==> src/common/chan_regs_cfg.svh <==
// constants for the channel register bank: selects, reset values, fields
`ifndef CHAN_REGS_CFG_SVH
`define CHAN_REGS_CFG_SVH

// register select codes on the access port
`define SEL_RX_TX        5'h00
`define SEL_IER          5'h01
`define SEL_ISR_FCR      5'h02
`define SEL_LCR          5'h03
`define SEL_MCR          5'h04
`define SEL_LSR          5'h05
`define SEL_MSR          5'h06
`define SEL_SPR          5'h07
`define SEL_DIV_LOW      5'h08
`define SEL_DIV_HIGH     5'h09
`define SEL_DIV_FRAC     5'h0A
`define SEL_EFR          5'h0B
`define SEL_RESUME_ONE   5'h0C
`define SEL_RESUME_TWO   5'h0D
`define SEL_PAUSE_ONE    5'h0E
`define SEL_PAUSE_TWO    5'h0F
`define SEL_FCTR         5'h10
`define SEL_ENHANCED_MODE_SELECT         5'h11
`define SEL_FIFO_LEVEL_COUNT         5'h12
`define SEL_TRIG_COUNT   5'h13

// reset values
`define RST_DIV_LOW      8'h01
`define RST_DIV_HIGH     8'h00
`define RST_ZERO         8'h00
`define RST_ISR          8'h01
`define RST_LSR          8'h60
`define RST_SPR          8'hFF
`define RST_ENHANCED_MODE_SELECT         8'h80

// field positions
`define EFR_ENH_BIT      4
`define FCTR_SWAP_BIT    6
`define ENHANCED_MODE_SELECT_CNT_TX_BIT  0
`define LCR_BREAK_BIT    6
`define MCR_DTR_BIT      0
`define MCR_RTS_BIT      1
`define MCR_OP2_BIT      3

// fifo depth in characters
`define FIFO_DEPTH       7'h40

`endif

==> src/common/chan_regs_pkg.sv <==
// types shared by the channel register bank
package chan_regs_pkg;
  typedef logic [7:0] byte_t;
  typedef logic [6:0] level_t;
  typedef struct packed {
    logic cd;
    logic ri;
    logic dsr;
    logic cts;
  } modem_t;
endpackage

==> src/common/cfg_byte_if.sv <==
// load path and stored value of one 8-bit configuration byte
`timescale 1ns/100ps
interface cfg_byte_if;
  logic                 load;
  chan_regs_pkg::byte_t value_in;
  chan_regs_pkg::byte_t value_out;
  modport ctrl (output load, output value_in, input value_out);
  modport store (input load, input value_in, output value_out);
endinterface

==> src/rtl/cfg_byte_reg.sv <==
// one read/write byte register with a parameterised reset value
`timescale 1ns/100ps
module cfg_byte_reg #(
  parameter chan_regs_pkg::byte_t RESET_VAL = 8'h00
) (
  // clock and reset
  input  wire logic   i_clk,
  input  wire logic   i_rst_n,
  // load port
  cfg_byte_if.store   bus
);
  always_ff @(posedge i_clk)
  begin
    if (!i_rst_n)
      bus.value_out <= RESET_VAL;
    else if (bus.load)
      bus.value_out <= bus.value_in;
  end
endmodule

==> src/rtl/chan_regs.sv <==
// reset state and register bank of one uart channel
`timescale 1ns/100ps
`include "chan_regs_cfg.svh"
module chan_regs (
  // clock and resets
  input  wire logic                  I_CLOCK,
  input  wire logic                  I_RESET_N,
  input  wire logic                  I_POWERUP_N,
  // register access
  input  wire logic                  I_WR,
  input  wire logic                  I_RD,
  input  wire logic [4:0]            I_SEL,
  input  wire chan_regs_pkg::byte_t  I_WDATA,
  output chan_regs_pkg::byte_t       O_RDATA,
  // channel datapath status
  input  wire logic [3:0]            I_INT_ID,
  input  wire chan_regs_pkg::byte_t  I_LINE_STAT,
  input  wire chan_regs_pkg::level_t I_RX_LEVEL,
  input  wire chan_regs_pkg::level_t I_TX_LEVEL,
  input  wire logic                  I_TX_SERIAL,
  // modem inputs, active low
  input  wire logic                  I_CTS_N,
  input  wire logic                  I_DSR_N,
  input  wire logic                  I_RI_N,
  input  wire logic                  I_CD_N,
  // pins
  output logic                       O_TX,
  output logic                       O_OP2_N,
  output logic                       O_RTS_N,
  output logic                       O_DTR_N,
  output logic                       O_RECEIVE_READY_N_N,
  output logic                       O_TRANSMIT_READY_N_N,
  output logic                       O_INT,
  output logic                       O_INT_OE
);
  chan_regs_pkg::byte_t   div_low_r, div_high_r, div_frac_r;
  chan_regs_pkg::byte_t   ier_r, fcr_r, lcr_r, mcr_r, efr_r, fctr_r;
  chan_regs_pkg::byte_t   trig_count_r, isr_r, lsr_r, msr_r;
  chan_regs_pkg::byte_t   rd_nxt;
  chan_regs_pkg::modem_t  modem_now, modem_prev_r;
  chan_regs_pkg::level_t  fifo_level_count_nxt;
  logic                   rst_n, enh_ok, swap, wr_enhanced_mode_select;
  logic [3:0]             msr_delta;

  cfg_byte_if resume_one ();
  cfg_byte_if resume_two ();
  cfg_byte_if pause_one ();
  cfg_byte_if pause_two ();
  cfg_byte_if scratch ();
  cfg_byte_if enhanced_mode_select ();

  // either reset clears the channel; power-up alone touches the divisor
  assign rst_n     = I_RESET_N & I_POWERUP_N;
  assign enh_ok    = efr_r[`EFR_ENH_BIT];
  assign swap      = fctr_r[`FCTR_SWAP_BIT];
  assign modem_now = '{cd: ~I_CD_N, ri: ~I_RI_N, dsr: ~I_DSR_N,
                       cts: ~I_CTS_N};
  assign wr_enhanced_mode_select   = I_WR & ((I_SEL == `SEL_ENHANCED_MODE_SELECT) |
                             ((I_SEL == `SEL_SPR) & swap));

  // flow characters and the two scratch-side bytes
  assign resume_one.load     = I_WR & (I_SEL == `SEL_RESUME_ONE);
  assign resume_two.load     = I_WR & (I_SEL == `SEL_RESUME_TWO);
  assign pause_one.load      = I_WR & (I_SEL == `SEL_PAUSE_ONE);
  assign pause_two.load      = I_WR & (I_SEL == `SEL_PAUSE_TWO);
  assign scratch.load        = I_WR & (I_SEL == `SEL_SPR) & ~swap;
  assign enhanced_mode_select.load           = wr_enhanced_mode_select;
  assign resume_one.value_in = I_WDATA;
  assign resume_two.value_in = I_WDATA;
  assign pause_one.value_in  = I_WDATA;
  assign pause_two.value_in  = I_WDATA;
  assign scratch.value_in    = I_WDATA;
  assign enhanced_mode_select.value_in       = I_WDATA;

  cfg_byte_reg #(.RESET_VAL(`RST_ZERO)) u_resume_one (
    .i_clk (I_CLOCK), .i_rst_n (rst_n), .bus (resume_one.store));
  cfg_byte_reg #(.RESET_VAL(`RST_ZERO)) u_resume_two (
    .i_clk (I_CLOCK), .i_rst_n (rst_n), .bus (resume_two.store));
  cfg_byte_reg #(.RESET_VAL(`RST_ZERO)) u_pause_one (
    .i_clk (I_CLOCK), .i_rst_n (rst_n), .bus (pause_one.store));
  cfg_byte_reg #(.RESET_VAL(`RST_ZERO)) u_pause_two (
    .i_clk (I_CLOCK), .i_rst_n (rst_n), .bus (pause_two.store));
  cfg_byte_reg #(.RESET_VAL(`RST_SPR)) u_scratch (
    .i_clk (I_CLOCK), .i_rst_n (rst_n), .bus (scratch.store));
  cfg_byte_reg #(.RESET_VAL(`RST_ENHANCED_MODE_SELECT)) u_enhanced_mode_select (
    .i_clk (I_CLOCK), .i_rst_n (rst_n), .bus (enhanced_mode_select.store));

  // divisor survives the reset pin, only power-up reloads it
  // writes are held off while the pin is low so the pin never moves it
  always_ff @(posedge I_CLOCK)
  begin
    if (!I_POWERUP_N)
    begin
      div_low_r  <= `RST_DIV_LOW;
      div_high_r <= `RST_DIV_HIGH;
    end
    else if (I_RESET_N && I_WR && I_SEL == `SEL_DIV_LOW)
      div_low_r <= I_WDATA;
    else if (I_RESET_N && I_WR && I_SEL == `SEL_DIV_HIGH)
      div_high_r <= I_WDATA;
  end

  // control bytes; enhanced fields move only while unlocked
  always_ff @(posedge I_CLOCK)
  begin
    if (!rst_n)
    begin
      div_frac_r   <= `RST_ZERO;
      ier_r        <= `RST_ZERO;
      fcr_r        <= `RST_ZERO;
      mcr_r        <= `RST_ZERO;
      lcr_r        <= `RST_ZERO;
      efr_r        <= `RST_ZERO;
      fctr_r       <= `RST_ZERO;
      trig_count_r <= `RST_ZERO;
    end
    else if (I_WR)
    begin
      case (I_SEL)
        `SEL_DIV_FRAC:   if (enh_ok) div_frac_r <= I_WDATA;
        `SEL_IER:        ier_r <= {enh_ok ? I_WDATA[7:4] : ier_r[7:4],
                                   I_WDATA[3:0]};
        `SEL_ISR_FCR:    fcr_r <= {I_WDATA[7:6],
                                   enh_ok ? I_WDATA[5:4] : fcr_r[5:4],
                                   I_WDATA[3:0]};
        `SEL_MCR:        mcr_r <= {enh_ok ? I_WDATA[7:5] : mcr_r[7:5],
                                   I_WDATA[4:0]};
        `SEL_LCR:        lcr_r <= I_WDATA;
        `SEL_EFR:        efr_r <= I_WDATA;
        `SEL_FCTR:       fctr_r <= I_WDATA;
        `SEL_TRIG_COUNT: trig_count_r <= I_WDATA;
        default:         ;
      endcase
    end
  end

  // status bytes follow the datapath once out of reset
  always_ff @(posedge I_CLOCK)
  begin
    if (!rst_n)
    begin
      isr_r <= `RST_ISR;
      lsr_r <= `RST_LSR;
    end
    else
    begin
      isr_r <= {fcr_r[0], fcr_r[0], 2'b00, I_INT_ID};
      lsr_r <= I_LINE_STAT;
    end
  end

  // change bits: a new change wins over a clearing read in the same cycle
  assign msr_delta = {modem_now.cd ^ modem_prev_r.cd,
                      modem_prev_r.ri & ~modem_now.ri,
                      modem_now.dsr ^ modem_prev_r.dsr,
                      modem_now.cts ^ modem_prev_r.cts};

  always_ff @(posedge I_CLOCK)
  begin
    if (!rst_n)
    begin
      msr_r        <= {modem_now, 4'h0};
      modem_prev_r <= modem_now;
    end
    else
    begin
      msr_r[7:4]   <= modem_now;
      msr_r[3:0]   <= msr_delta |
                      ((I_RD && I_SEL == `SEL_MSR) ? 4'h0 : msr_r[3:0]);
      modem_prev_r <= modem_now;
    end
  end

  // read mux; fifo count replaces the scratchpad while swapped
  assign fifo_level_count_nxt = enhanced_mode_select.value_out[`ENHANCED_MODE_SELECT_CNT_TX_BIT] ? I_TX_LEVEL
                                                     : I_RX_LEVEL;

  always_comb
  begin
    case (I_SEL)
      `SEL_IER:        rd_nxt = ier_r;
      `SEL_ISR_FCR:    rd_nxt = isr_r;
      `SEL_LCR:        rd_nxt = lcr_r;
      `SEL_MCR:        rd_nxt = mcr_r;
      `SEL_LSR:        rd_nxt = lsr_r;
      `SEL_MSR:        rd_nxt = msr_r;
      `SEL_SPR:        rd_nxt = swap ? {1'b0, fifo_level_count_nxt}
                                     : scratch.value_out;
      `SEL_DIV_LOW:    rd_nxt = div_low_r;
      `SEL_DIV_HIGH:   rd_nxt = div_high_r;
      `SEL_DIV_FRAC:   rd_nxt = div_frac_r;
      `SEL_EFR:        rd_nxt = efr_r;
      `SEL_RESUME_ONE: rd_nxt = resume_one.value_out;
      `SEL_RESUME_TWO: rd_nxt = resume_two.value_out;
      `SEL_PAUSE_ONE:  rd_nxt = pause_one.value_out;
      `SEL_PAUSE_TWO:  rd_nxt = pause_two.value_out;
      `SEL_FCTR:       rd_nxt = fctr_r;
      `SEL_FIFO_LEVEL_COUNT:       rd_nxt = {1'b0, fifo_level_count_nxt};
      `SEL_TRIG_COUNT: rd_nxt = trig_count_r;
      default:         rd_nxt = `RST_ZERO;
    endcase
  end

  // holding registers live in the datapath, so their select reads zero
  always_ff @(posedge I_CLOCK)
  begin
    if (!rst_n)
      O_RDATA <= `RST_ZERO;
    else if (I_RD)
      O_RDATA <= rd_nxt;
  end

  // pins; int is only driven when op2 gates it, as on legacy parts
  always_ff @(posedge I_CLOCK)
  begin
    if (!rst_n)
    begin
      O_TX      <= 1'b1;
      O_OP2_N   <= 1'b1;
      O_RTS_N   <= 1'b1;
      O_DTR_N   <= 1'b1;
      O_RECEIVE_READY_N_N <= 1'b1;
      O_TRANSMIT_READY_N_N <= 1'b0;
      O_INT     <= 1'b0;
      O_INT_OE  <= 1'b0;
    end
    else
    begin
      O_TX      <= I_TX_SERIAL & ~lcr_r[`LCR_BREAK_BIT];
      O_OP2_N   <= ~mcr_r[`MCR_OP2_BIT];
      O_RTS_N   <= ~mcr_r[`MCR_RTS_BIT];
      O_DTR_N   <= ~mcr_r[`MCR_DTR_BIT];
      O_RECEIVE_READY_N_N <= (I_RX_LEVEL == 7'h00);
      O_TRANSMIT_READY_N_N <= (I_TX_LEVEL == `FIFO_DEPTH);
      O_INT     <= ~isr_r[0];
      O_INT_OE  <= mcr_r[`MCR_OP2_BIT];
    end
  end
endmodule
==> config.mk <==
export PLATFORM = sky130hd
export DESIGN_NAME = chan_regs
export DESIGN_NICKNAME = d
export VERILOG_FILES = /design/src/common/chan_regs_pkg.sv /design/src/common/cfg_byte_if.sv /design/src/rtl/cfg_byte_reg.sv /design/src/rtl/chan_regs.sv
export VERILOG_INCLUDE_DIRS = /design/src /design/src/common
export SDC_FILE = /design/constraint.sdc
export NUM_CORES = 1
export LEC_CHECK = 0
export ABC_AREA = 1
export ABC_CLOCK_PERIOD_IN_PS = 4570
export BUFFER_PORTS_ARGS = -buffer_cell sky130_fd_sc_hd__buf_2
export CAP_MARGIN = 20
export CORE_AREA = 2 2 94 132
export CTS_CLUSTER_DIAMETER = 150
export DETAILED_ROUTE_END_ITERATION = 16
export DIE_AREA = 0 0 96 134
export GPL_ROUTABILITY_DRIVEN = 0
export HOLD_SLACK_MARGIN = 0.12
export PLACE_DENSITY = 0.86
export SYNTH_ARGS = -nofsm -noshare
export SYNTH_HDL_FRONTEND = slang
export SYNTH_HIERARCHICAL = 1
export SYNTH_SLANG_ARGS = --single-unit
export TNS_END_PERCENT = 1
==> constraint.sdc <==
create_clock -name I_CLOCK -period 4.57 [get_ports I_CLOCK]
set_clock_uncertainty 0.1 [all_clocks]
set_input_delay 0.914 -clock I_CLOCK [delete_from_list [all_inputs] [get_ports I_CLOCK]]
set_output_delay 0.914 -clock I_CLOCK [all_outputs]
set_load 0.005 [all_outputs]
# [Word level (Yosys, flattened, before mapping)]
# Cells that the tools add are included.
[totals] ff_bits=157 word_cells=103
[classes] n_eq_ne=20 muxes=4 n_bitwise=27 reduce_logical=16
[op_table] cell="8-bit one-hot mux with 18 select lines" count=1
[op_table] cell="5-bit by 4-bit equality test with 1-bit output, second input constant" count=8
[op_table] cell="5-bit by 3-bit equality test with 1-bit output, second input constant" count=4
[op_table] cell="5-bit equality test, second input constant" count=4
[op_table] cell="2-bit AND reduction" count=8
[op_table] cell="1-bit bitwise AND" count=11
[op_table] cell="1-bit inverter" count=11
[op_table] cell="5-bit by 2-bit equality test with 1-bit output, second input constant" count=2
[op_table] cell="3-bit AND reduction" count=3
[op_table] cell="8-bit 2-to-1 mux" count=1
[op_table] cell="7-bit equality test, second input constant" count=1
[op_table] cell="7-bit zero test" count=1
[op_table] cell="7-bit 2-to-1 mux" count=1
[op_table] cell="5-bit by 1-bit equality test with 1-bit output, second input constant" count=1
[op_table] cell="1-bit logical AND" count=4
[op_table] cell="4-bit 2-to-1 mux" count=1
[op_table] cell="4-bit bitwise OR" count=1
[op_table] cell="1-bit XOR" count=3
[op_table] cell="1-bit bitwise OR" count=1

# [Depth between registers and ports, before layout]
# Gate-level depths: netlist of run 1.
[logic_depth] word_depth=4 mapped_depth=12 depth_no_buf=11

# [Cells and area by module]
# The synthesis of run 1 kept the hierarchy.
[by_module_without_submodules] module="chan_regs" n_inst=1 cells_per_inst=787 area_each_um2=5260.0 seq_area_each_um2=2202.1
[by_module_without_submodules] module="cfg_byte_reg at u_pause_one ..." n_inst=4 cells_per_inst=51 area_each_um2=356.6 seq_area_each_um2=160.2
[by_module_without_submodules] module="cfg_byte_reg at u_enhanced_mode_select" n_inst=1 cells_per_inst=50 area_each_um2=340.3 seq_area_each_um2=160.2
[by_module_without_submodules] module="cfg_byte_reg at u_scratch" n_inst=1 cells_per_inst=35 area_each_um2=280.3 seq_area_each_um2=160.2

# [Least setup slack after synthesis of run 1]
# OpenSTA, ideal clock, no wires.
[synth_timing] path_kind="in2reg" start="input I_WR" end="register, netlist name u_enhanced_mode_select/bus.value_out[6]" setup_ps=114 arrival_ps=2151 required_time_ps=4356 slack_ps=2205 path_stages=9 cell_sequence="clkbuf_1 -> buf_1 -> nand2_1 -> o32ai_1 -> buf_6 -> buf_6 -> nand2_2 -> nand2_1 -> nor2_2"
[synth_rtl] element="start, declared" line_no="chan_regs.sv:10" text="input wire logic I_WR,"

# [Worst setup path after layout of run 1]
[layout_timing] start="input I_SEL[0]" end="register O_RDATA[4]"
[layout_between] elab_chain_len=2
[layout_rtl] element="start, declared" line_no="chan_regs.sv:12" text="input wire logic [4:0] I_SEL,"
[layout_rtl] element="5-bit equality test (tied with other cells)" line_no="chan_regs.sv:180" text="case (I_SEL)"
[layout_rtl] element="8-bit one-hot mux with 18 select lines (*)" line_no="chan_regs.sv:180"
[layout_rtl] element="end signal, assigned" line_no="chan_regs.sv:208" text="O_RDATA <= `RST_ZERO;"
[layout_rtl] element="end signal, assigned" line_no="chan_regs.sv:210" text="O_RDATA <= rd_nxt;"
[layout_rtl] element="end, declared" line_no="chan_regs.sv:14" text="output chan_regs_pkg::byte_t O_RDATA,"
# Mark *: on every way between the ends. The rest lies on a longest branch, timed or not.
# A chain may end at the register's enable or synchronous reset.

==> results.txt, run 1 <==
The run finished with clean final reports. The run gives 0 as the number of antenna violations at the first check in global routing. Subtracting the final worst setup slack from the clock period gives 2.82 ns. The total global routing track utilization was 0.340; the number of hold violations in the final report was 0. After detailed routing, the number of remaining DRC violations is 0.

In this run the deepest clock path goes through 2 buffers. The routed design has 21.3 mm of wire. The final count of pins violating max slew was 0; the total negative setup slack was 0 ns.

The number of gates resized after CTS was 0. In the final routed layout, each cell accounts on average for 17.1 µm. Synthesis produced 1,035 cells. The initial core utilization is 0.601. The fraction of final layout cells with drive strength greater than 1 was 0.134. Counting the buffers created by CTS gives 17. Synthesized area per cell: 6.80 µm². Worst max-slew margin expressed relative to the limit: 0.253. The path class of the tightest hold or removal check is register to register. The type of the worst setup path was input pin to register. The tools report the type of destination of the critical path as a register.

For the pin with the worst max-slew slack, the measured transition is 1.12 ns. The largest driver fanout on the critical path works out to 12. In this run the power density over the cells is 368 nW/µm².

The number of H-tree branching levels was 4; the number of top-level design ports was 65. The fraction of met3 tracks used by global routing is 0.0736, and the worst endpoint data arrival time is 3.08 ns. The clock-pin slew on the worst setup and hold paths is 0.06 ns, and the design area is 7840 µm².

The worst setup path is launched from an input pin. The first global-routing pass estimated 33.2 mm of wire. The run gives 0.539 as the met2 layer usage reported by global route.

The number of setup buffers added after CTS came out at 0. The capture endpoint of the worst hold path is O_DTR_N. Based on the critical path, the design can be clocked at up to 0.355 GHz. Counting every net in the synthesized netlist gives 1,084. Measured along the x axis, the die boundary spans 96 µm. The logs give 47 for the number of rows in the core area and 0.472 for the part of the total power dissipated in the clock network. Setup repair after global routing left no endpoint under its margin. Summing every instance area after synthesis gives 7030 µm². Across all register-to-register paths, the minimum setup slack is 2.55 ns. The total of endpoints with negative setup slack in the final report is 0, and the worst vdd rail ir drop is 0.271 mV. The first detailed-routing pass ran for 9 iterations. The sequential share of power is 0.463, and the required time of the critical path is 4.83 ns. Registers take 3020 µm². For this run, the number of Yosys warnings is 6. The die footprint was 12,900 µm². TritonCTS built the clock tree. The number of global-route vias before repair is 6,602, and the antenna diode count is 0. The detailed placement HPWL was 14.6 mm; the area of the core was 11,700 µm². Number of nets with antenna violations after detailed routing: 0. The cell depth of the worst hold path was 1.

The y dimension of the die is 134 µm. The tools report the clock tree root buffer cell as sky130_fd_sc_hd__clkbuf_16. The logs give 7,195 for the via count of the routed design and 3250 µm² for the multi-input combinational cell area. For the violation count after the first detailed-routing iteration, the log shows 1,024. Internal power comes to 0.00217 W. The switching fraction of total power came out at 0.248. The cell count of the worst reg-to-reg path is 7, and the cell leakage power is 3.55 nW. The part of the cycle the worst path needs is 0.617. The fill cell total of the finished layout was 996; the standard cell area after detailed placement was 7270 µm². The clock net in this run drives a total of 151 sinks. The tool flagged a number of max-cap violations equal to 0. The insertion delay to the later sink of the worst-skew pair is 0.43 ns, and the total of hold buffers inserted after clock tree synthesis is 0. In this run the most critical hold path is launched from mcr_r[0]. The switching power total came out at 0.000717 W. After global routing, the most crowded layer is met2.

Using the TritonRoute via totals, the vias-per-cell ratio works out to 5.80. The number of nets in the layout is 1,130, and the number of placed instances with taps included is 1,209. The number of cells in the finished layout apart from fillers came out at 1,241.

Layout-stage area growth over the synthesis result: 11.5%. The tools report the start point of the critical path as I_SEL[0]. The run gives 49 as the largest net degree at the start of global routing. The share of total power in combinational logic came out at 0.065. Count of input and output buffers: 64.

The startpoint of the lowest-slack register-to-register path was fctr_r[6]. For the met1 usage, the log shows 0.410. The run gives 0 as the aggregate global routing overflow. The capture instance of the worst register-to-register path is O_RDATA[3].
[worst max-delay path, cell delays in order]
cell and delay [ns]:
sky130_fd_sc_hd__buf_2 0.13, sky130_fd_sc_hd__nor2_1 0.65, sky130_fd_sc_hd__inv_1 0.33, sky130_fd_sc_hd__nor2_2 0.35
sky130_fd_sc_hd__nand2_1 0.15, sky130_fd_sc_hd__nand2_1 0.08, sky130_fd_sc_hd__inv_1 0.04, sky130_fd_sc_hd__nand2_1 0.11
sky130_fd_sc_hd__nor2_1 0.07, sky130_fd_sc_hd__nand3_1 0.07, sky130_fd_sc_hd__nand2_1 0.05, sky130_fd_sc_hd__a21oi_1 0.12
[layout by cell type (no fill, tap or decap), drive strengths merged]
master and n:
nand4 17, nand3 88, nor3 10, o21bai 4, nand2 289, buf 76, nor4 2, o21ai 64
inv 107, dfxtp 151, o211ai 1, or2 8, nor2 156, bufinv 1, clkinvlp 3, a21oi 84
clkbuf 21, xor2 3, and2 1, o32ai 1, clkinv 7
[per-layer routing]
metal	wire length, µm	vias up
met4	1360	0
met5	0	-
met3	2170	106
li1	-	3376
met1	7730	3208
met2	10000	505
[stage by stage]
| step | worst slack, ns | util | power (W) | hold WS (ns) |
|---|---|---|---|---|
| after global placement | 1.48 | 0.621 | 0.00154 | 0.297 |
| after detailed placement | 1.43 | 0.621 | 0.00155 | 0.301 |
| after floorplan | 2.33 | - | 0.00148 | 0.279 |
| after global routing | 1.55 | 0.670 | 0.00295 | 0.325 |
| after CTS | 1.84 | 0.670 | 0.00287 | 0.315 |
| final | 1.75 | 0.670 | 0.00289 | 0.312 |
[power groups by stage]
| stage | clock network (W) | logic (W) | registers, W |
|---|---|---|---|
| finish | 0.00136 | 0.000188 | 0.00134 |
| global route | 0.00141 | 0.000204 | 0.00134 |
| floorplan | 0 | 0.000111 | 0.00136 |
| detailed placement | 0 | 0.000181 | 0.00137 |
| CTS | 0.00135 | 0.000182 | 0.00134 |
| global placement | 0 | 0.000178 | 0.00137 |
[worst max path at each step]
stage                 end  slack (ns)  depth (start not counted)
2_1_floorplan    mcr_r[3]        2.33                          7
3_3_place_gp   O_RDATA[4]        1.48                         12
3_5_place_dp     mcr_r[3]        1.43                          7
4_1_cts        O_RDATA[4]        1.84                         12
5_1_grt          mcr_r[3]        1.55                          7
6_report       O_RDATA[4]        1.75                         12
[cell type report]
type / count / area share
tap: 147 / 0.0235
inverter: 107 / 0.0515
timing repair buffer: 76 / 0.0523
sequential: 151 / 0.386
multi-input combinational: 728 / 0.415
clock inverter: 11 / 0.0126
clock buffer: 21 / 0.0600
(Power assumes the default switching activity.)
==> run 2, diff against run 1 <==
- ABC_CLOCK_PERIOD_IN_PS: 4570 -> 2790
- CORE_AREA: 2 2 94 132 -> 2 2 97 136
- DIE_AREA: 0 0 96 134 -> 0 0 99 138
- PLACE_DENSITY: 0.86 -> 0.82
- clock period: 4.57 -> 2.79 ns (I/O delays scaled with it)
==> run 2 against run 1 <==
Global-route usage shrank 3.5 points. First-iteration DRC count shrank 17%. Via count shrank 2.6%. Sequential power grew 63%. Final area grew 1.2%. Critical path type unchanged. Register-to-register slack lost 1.6 ns. Clock power grew 73%.
==> results.txt, run 2 (same netlist as run 1, synthesis figures left out) <==
The flow ran to the end, and the final reports show no timing, DRC or antenna violations. Capture instance of the worst register-to-register path: O_RDATA[3]. For hold timing, the worst endpoint is msr_r[6]. On the worst path, the slowest cell contributes a delay of 0.49 ns.

TritonCTS built the clock tree. The part of the cycle the worst path needs works out to 0.758. In the final routing, the length of wire on met1 measures 7.89 mm.

The worst setup path is captured at a register. The number of setup buffers added after CTS is 0. The cell depth of the worst hold path is 2.

Total of hold buffers inserted after clock tree synthesis: 0. The worst hold path begins at I_RI_N. The run gives 0.451 as the sequential share of power.

Among cell families on the critical path, the largest total delay comes from simple AND/OR/NAND/NOR gates. The tools report the worst vdd rail ir drop as 0.336 mV. The design area is 7930 µm². Before antenna repair, the detailed router went through 12 iterations. Traced cell by cell, the critical path runs through buf_2, inv_2, nand3_4, nor2_1, nand2_1, nand2_1, nor2_1, nand3_1, o21ai_1, a21oi_1. Summed over all layers, the global routing overflow is 0. The fraction of final layout cells with drive strength greater than 1 was 0.138. The startpoint type of the worst setup path is an input pin.

The routed design could run at a clock period as short as 2.12 ns. 65 I/O pins were placed. The final count of pins violating max slew is 0, and the total global routing track utilization is 0.304. The placed instances occupy a cell area of 7340 µm². Wires add up to 21.0 mm. Setup repair after global routing left no endpoint under its margin. The leading cell type in the layout, fill and taps excluded was sky130_fd_sc_hd__nand2_1. Using the TritonRoute via totals, the vias-per-cell ratio works out to 5.60. Detailed routing placed a total of 2.07 mm of wire on met3. The run gives 14.5 mm as the detailed placement HPWL. After the first detailed-routing iteration, the DRC count stood at 848. The final layout contains 1,136 nets. The switching fraction of total power is 0.241. Setup violations remaining at the end of the flow were counted as 0.

Once the clock tree was built, the resizer swapped 0 gates to a different size. On the final layout, the worst hold slack is 0.201 ns. After detailed routing, the met2 layer carries 9.91 mm of wire. Clock-pin slew was measured on the worst setup and hold paths at 0.06 ns. The first-pass GRT wire length is 32.8 mm. Counting both buffers and inverters, the worst setup path holds a total of 2. The tree built by TritonCTS fans out to 151 sinks. Insertion delay to the later sink of the worst-skew pair: 0.43 ns. The die covers 13,700 µm².

The top cell types in the final layout, fill and taps aside, are sky130_fd_sc_hd__nand2_1 (278), sky130_fd_sc_hd__dfxtp_1 (151), sky130_fd_sc_hd__nor2_1 (145), sky130_fd_sc_hd__inv_1 (98), sky130_fd_sc_hd__nand3_1 (86). The buffer depth of the longest clock path is 2, and the part of the total power dissipated in the clock network is 0.484. Measured along the x axis, the die boundary spans 99 µm. The final route contains 7,011 vias. Row generation in the floorplan step produced 49 rows. In this run the power density over the cells is 612 nW/µm². The layout-stage area growth over the synthesis result is 12.8%, and the share of total power in combinational logic is 0.064.

STA puts the critical path data required time at 3.04 ns. The slowest cell on the critical path was sky130_fd_sc_hd__nor2_1. In this run the critical register-to-register path is launched from fctr_r[6]. The number of hold violations in the final report came out at 0.

Once placement completed, the tool counted placed cells totaling 1,221. The cell count of the worst reg-to-reg path is 8. The cell leakage power was 3.59 nW.

The number of global-route vias before repair is 6,313, and the transition time of the tightest slew-check pin is 0.597 ns. In this run the worst hold path is classified as input pin to register. After routing, the total negative slack on setup checks comes to 0 ns. Average wire per standard cell: 16.8 µm.

In this run the worst path has a maximum fanout of 19. The worst setup path is of the input pin to register kind. The number of antenna violations at the first check in global routing was 0.

The worst max-slew margin expressed relative to the limit came out at 0.599. For this run, the top clock speed supported by timing is 0.473 GHz. The initial core utilization came out at 0.560. The worst setup slack before clock tree synthesis came out at 0.311 ns. The number of buffers created by CTS is 17, and the count of max-cap constraint violations is 0. Once detail routing completed, the nets flagged for antenna violations numbered 0. The H-tree generated during clock tree synthesis spans 4 levels. Number of cells in the finished layout apart from fillers: 1,252. The cell sitting at the root of the clock tree is a sky130_fd_sc_hd__clkbuf_16.

Entering global routing, the biggest net connects 93 pins. The antenna diode count came out at 0. Top routing layer in use: met4.

The area of the core came out at 12,600 µm². The y dimension of the die works out to 138 µm. The count of input and output buffers is 64, and the switching power total is 0.00117 W. The tools report the final worst slack as 0.674 ns. The final routed DRC violation total is 0, and the worst endpoint data arrival time is 2.36 ns. Across all register-to-register paths, the minimum setup slack is 0.94 ns. Cell internal power was estimated by the tool at 0.00369 W.
run 2: cell types whose count changed in the layout (fill, tap and decap cells not counted), sizes merged:
cell and change:
buf +6, bufinv +2, clkbuf -2, inv -1
run 2: how the worst max path moves through the flow:
stage | endpoint | from | slack [ns] | cells past startpoint
detailed placement | O_RDATA[1] | I_SEL[4] | 0.31 | 10
CTS | O_RDATA[1] | I_SEL[4] | 0.75 | 10
finish | O_RDATA[1] | I_SEL[4] | 0.67 | 10
global route | O_RDATA[1] | I_SEL[4] | 0.54 | 10
global placement | O_RDATA[1] | I_SEL[4] | 0.37 | 10
floorplan | mcr_r[3] | I_SEL[4] | 0.91 | 7
run 2: layer usage:
metal  vias to the layer above  GRT usage
met1                      3127      0.379
li1                       3383          -
met5                         -          0
met3                        90     0.0657
met2                       411      0.486
met4                         0      0.169
run 2: layout make-up:
class,count,area [µm²]
multi-input combinational,728,3250
timing repair buffer,82,468
clock buffer,19,443
clock inverter,12,154
sequential,151,3020
inverter,107,404
tap,153,191
fill,1099,4630
run 2: metrics by stage:
step,util,total power [W]
floorplan,-,0.00242
global placement,0.584,0.00254
detailed placement,0.584,0.00254
CTS,0.631,0.00485
global route,0.631,0.00496
finish,0.631,0.00486
run 2: power by group through the flow:
stage	sequential [W]	combinational [W]	clock (W)
after CTS	0.00219	0.000305	0.00235
final	0.00219	0.000313	0.00235
after floorplan	0.00223	0.000182	0
after global routing	0.00219	0.000338	0.00242
after detailed placement	0.00224	0.000302	0
after global placement	0.00224	0.000298	0
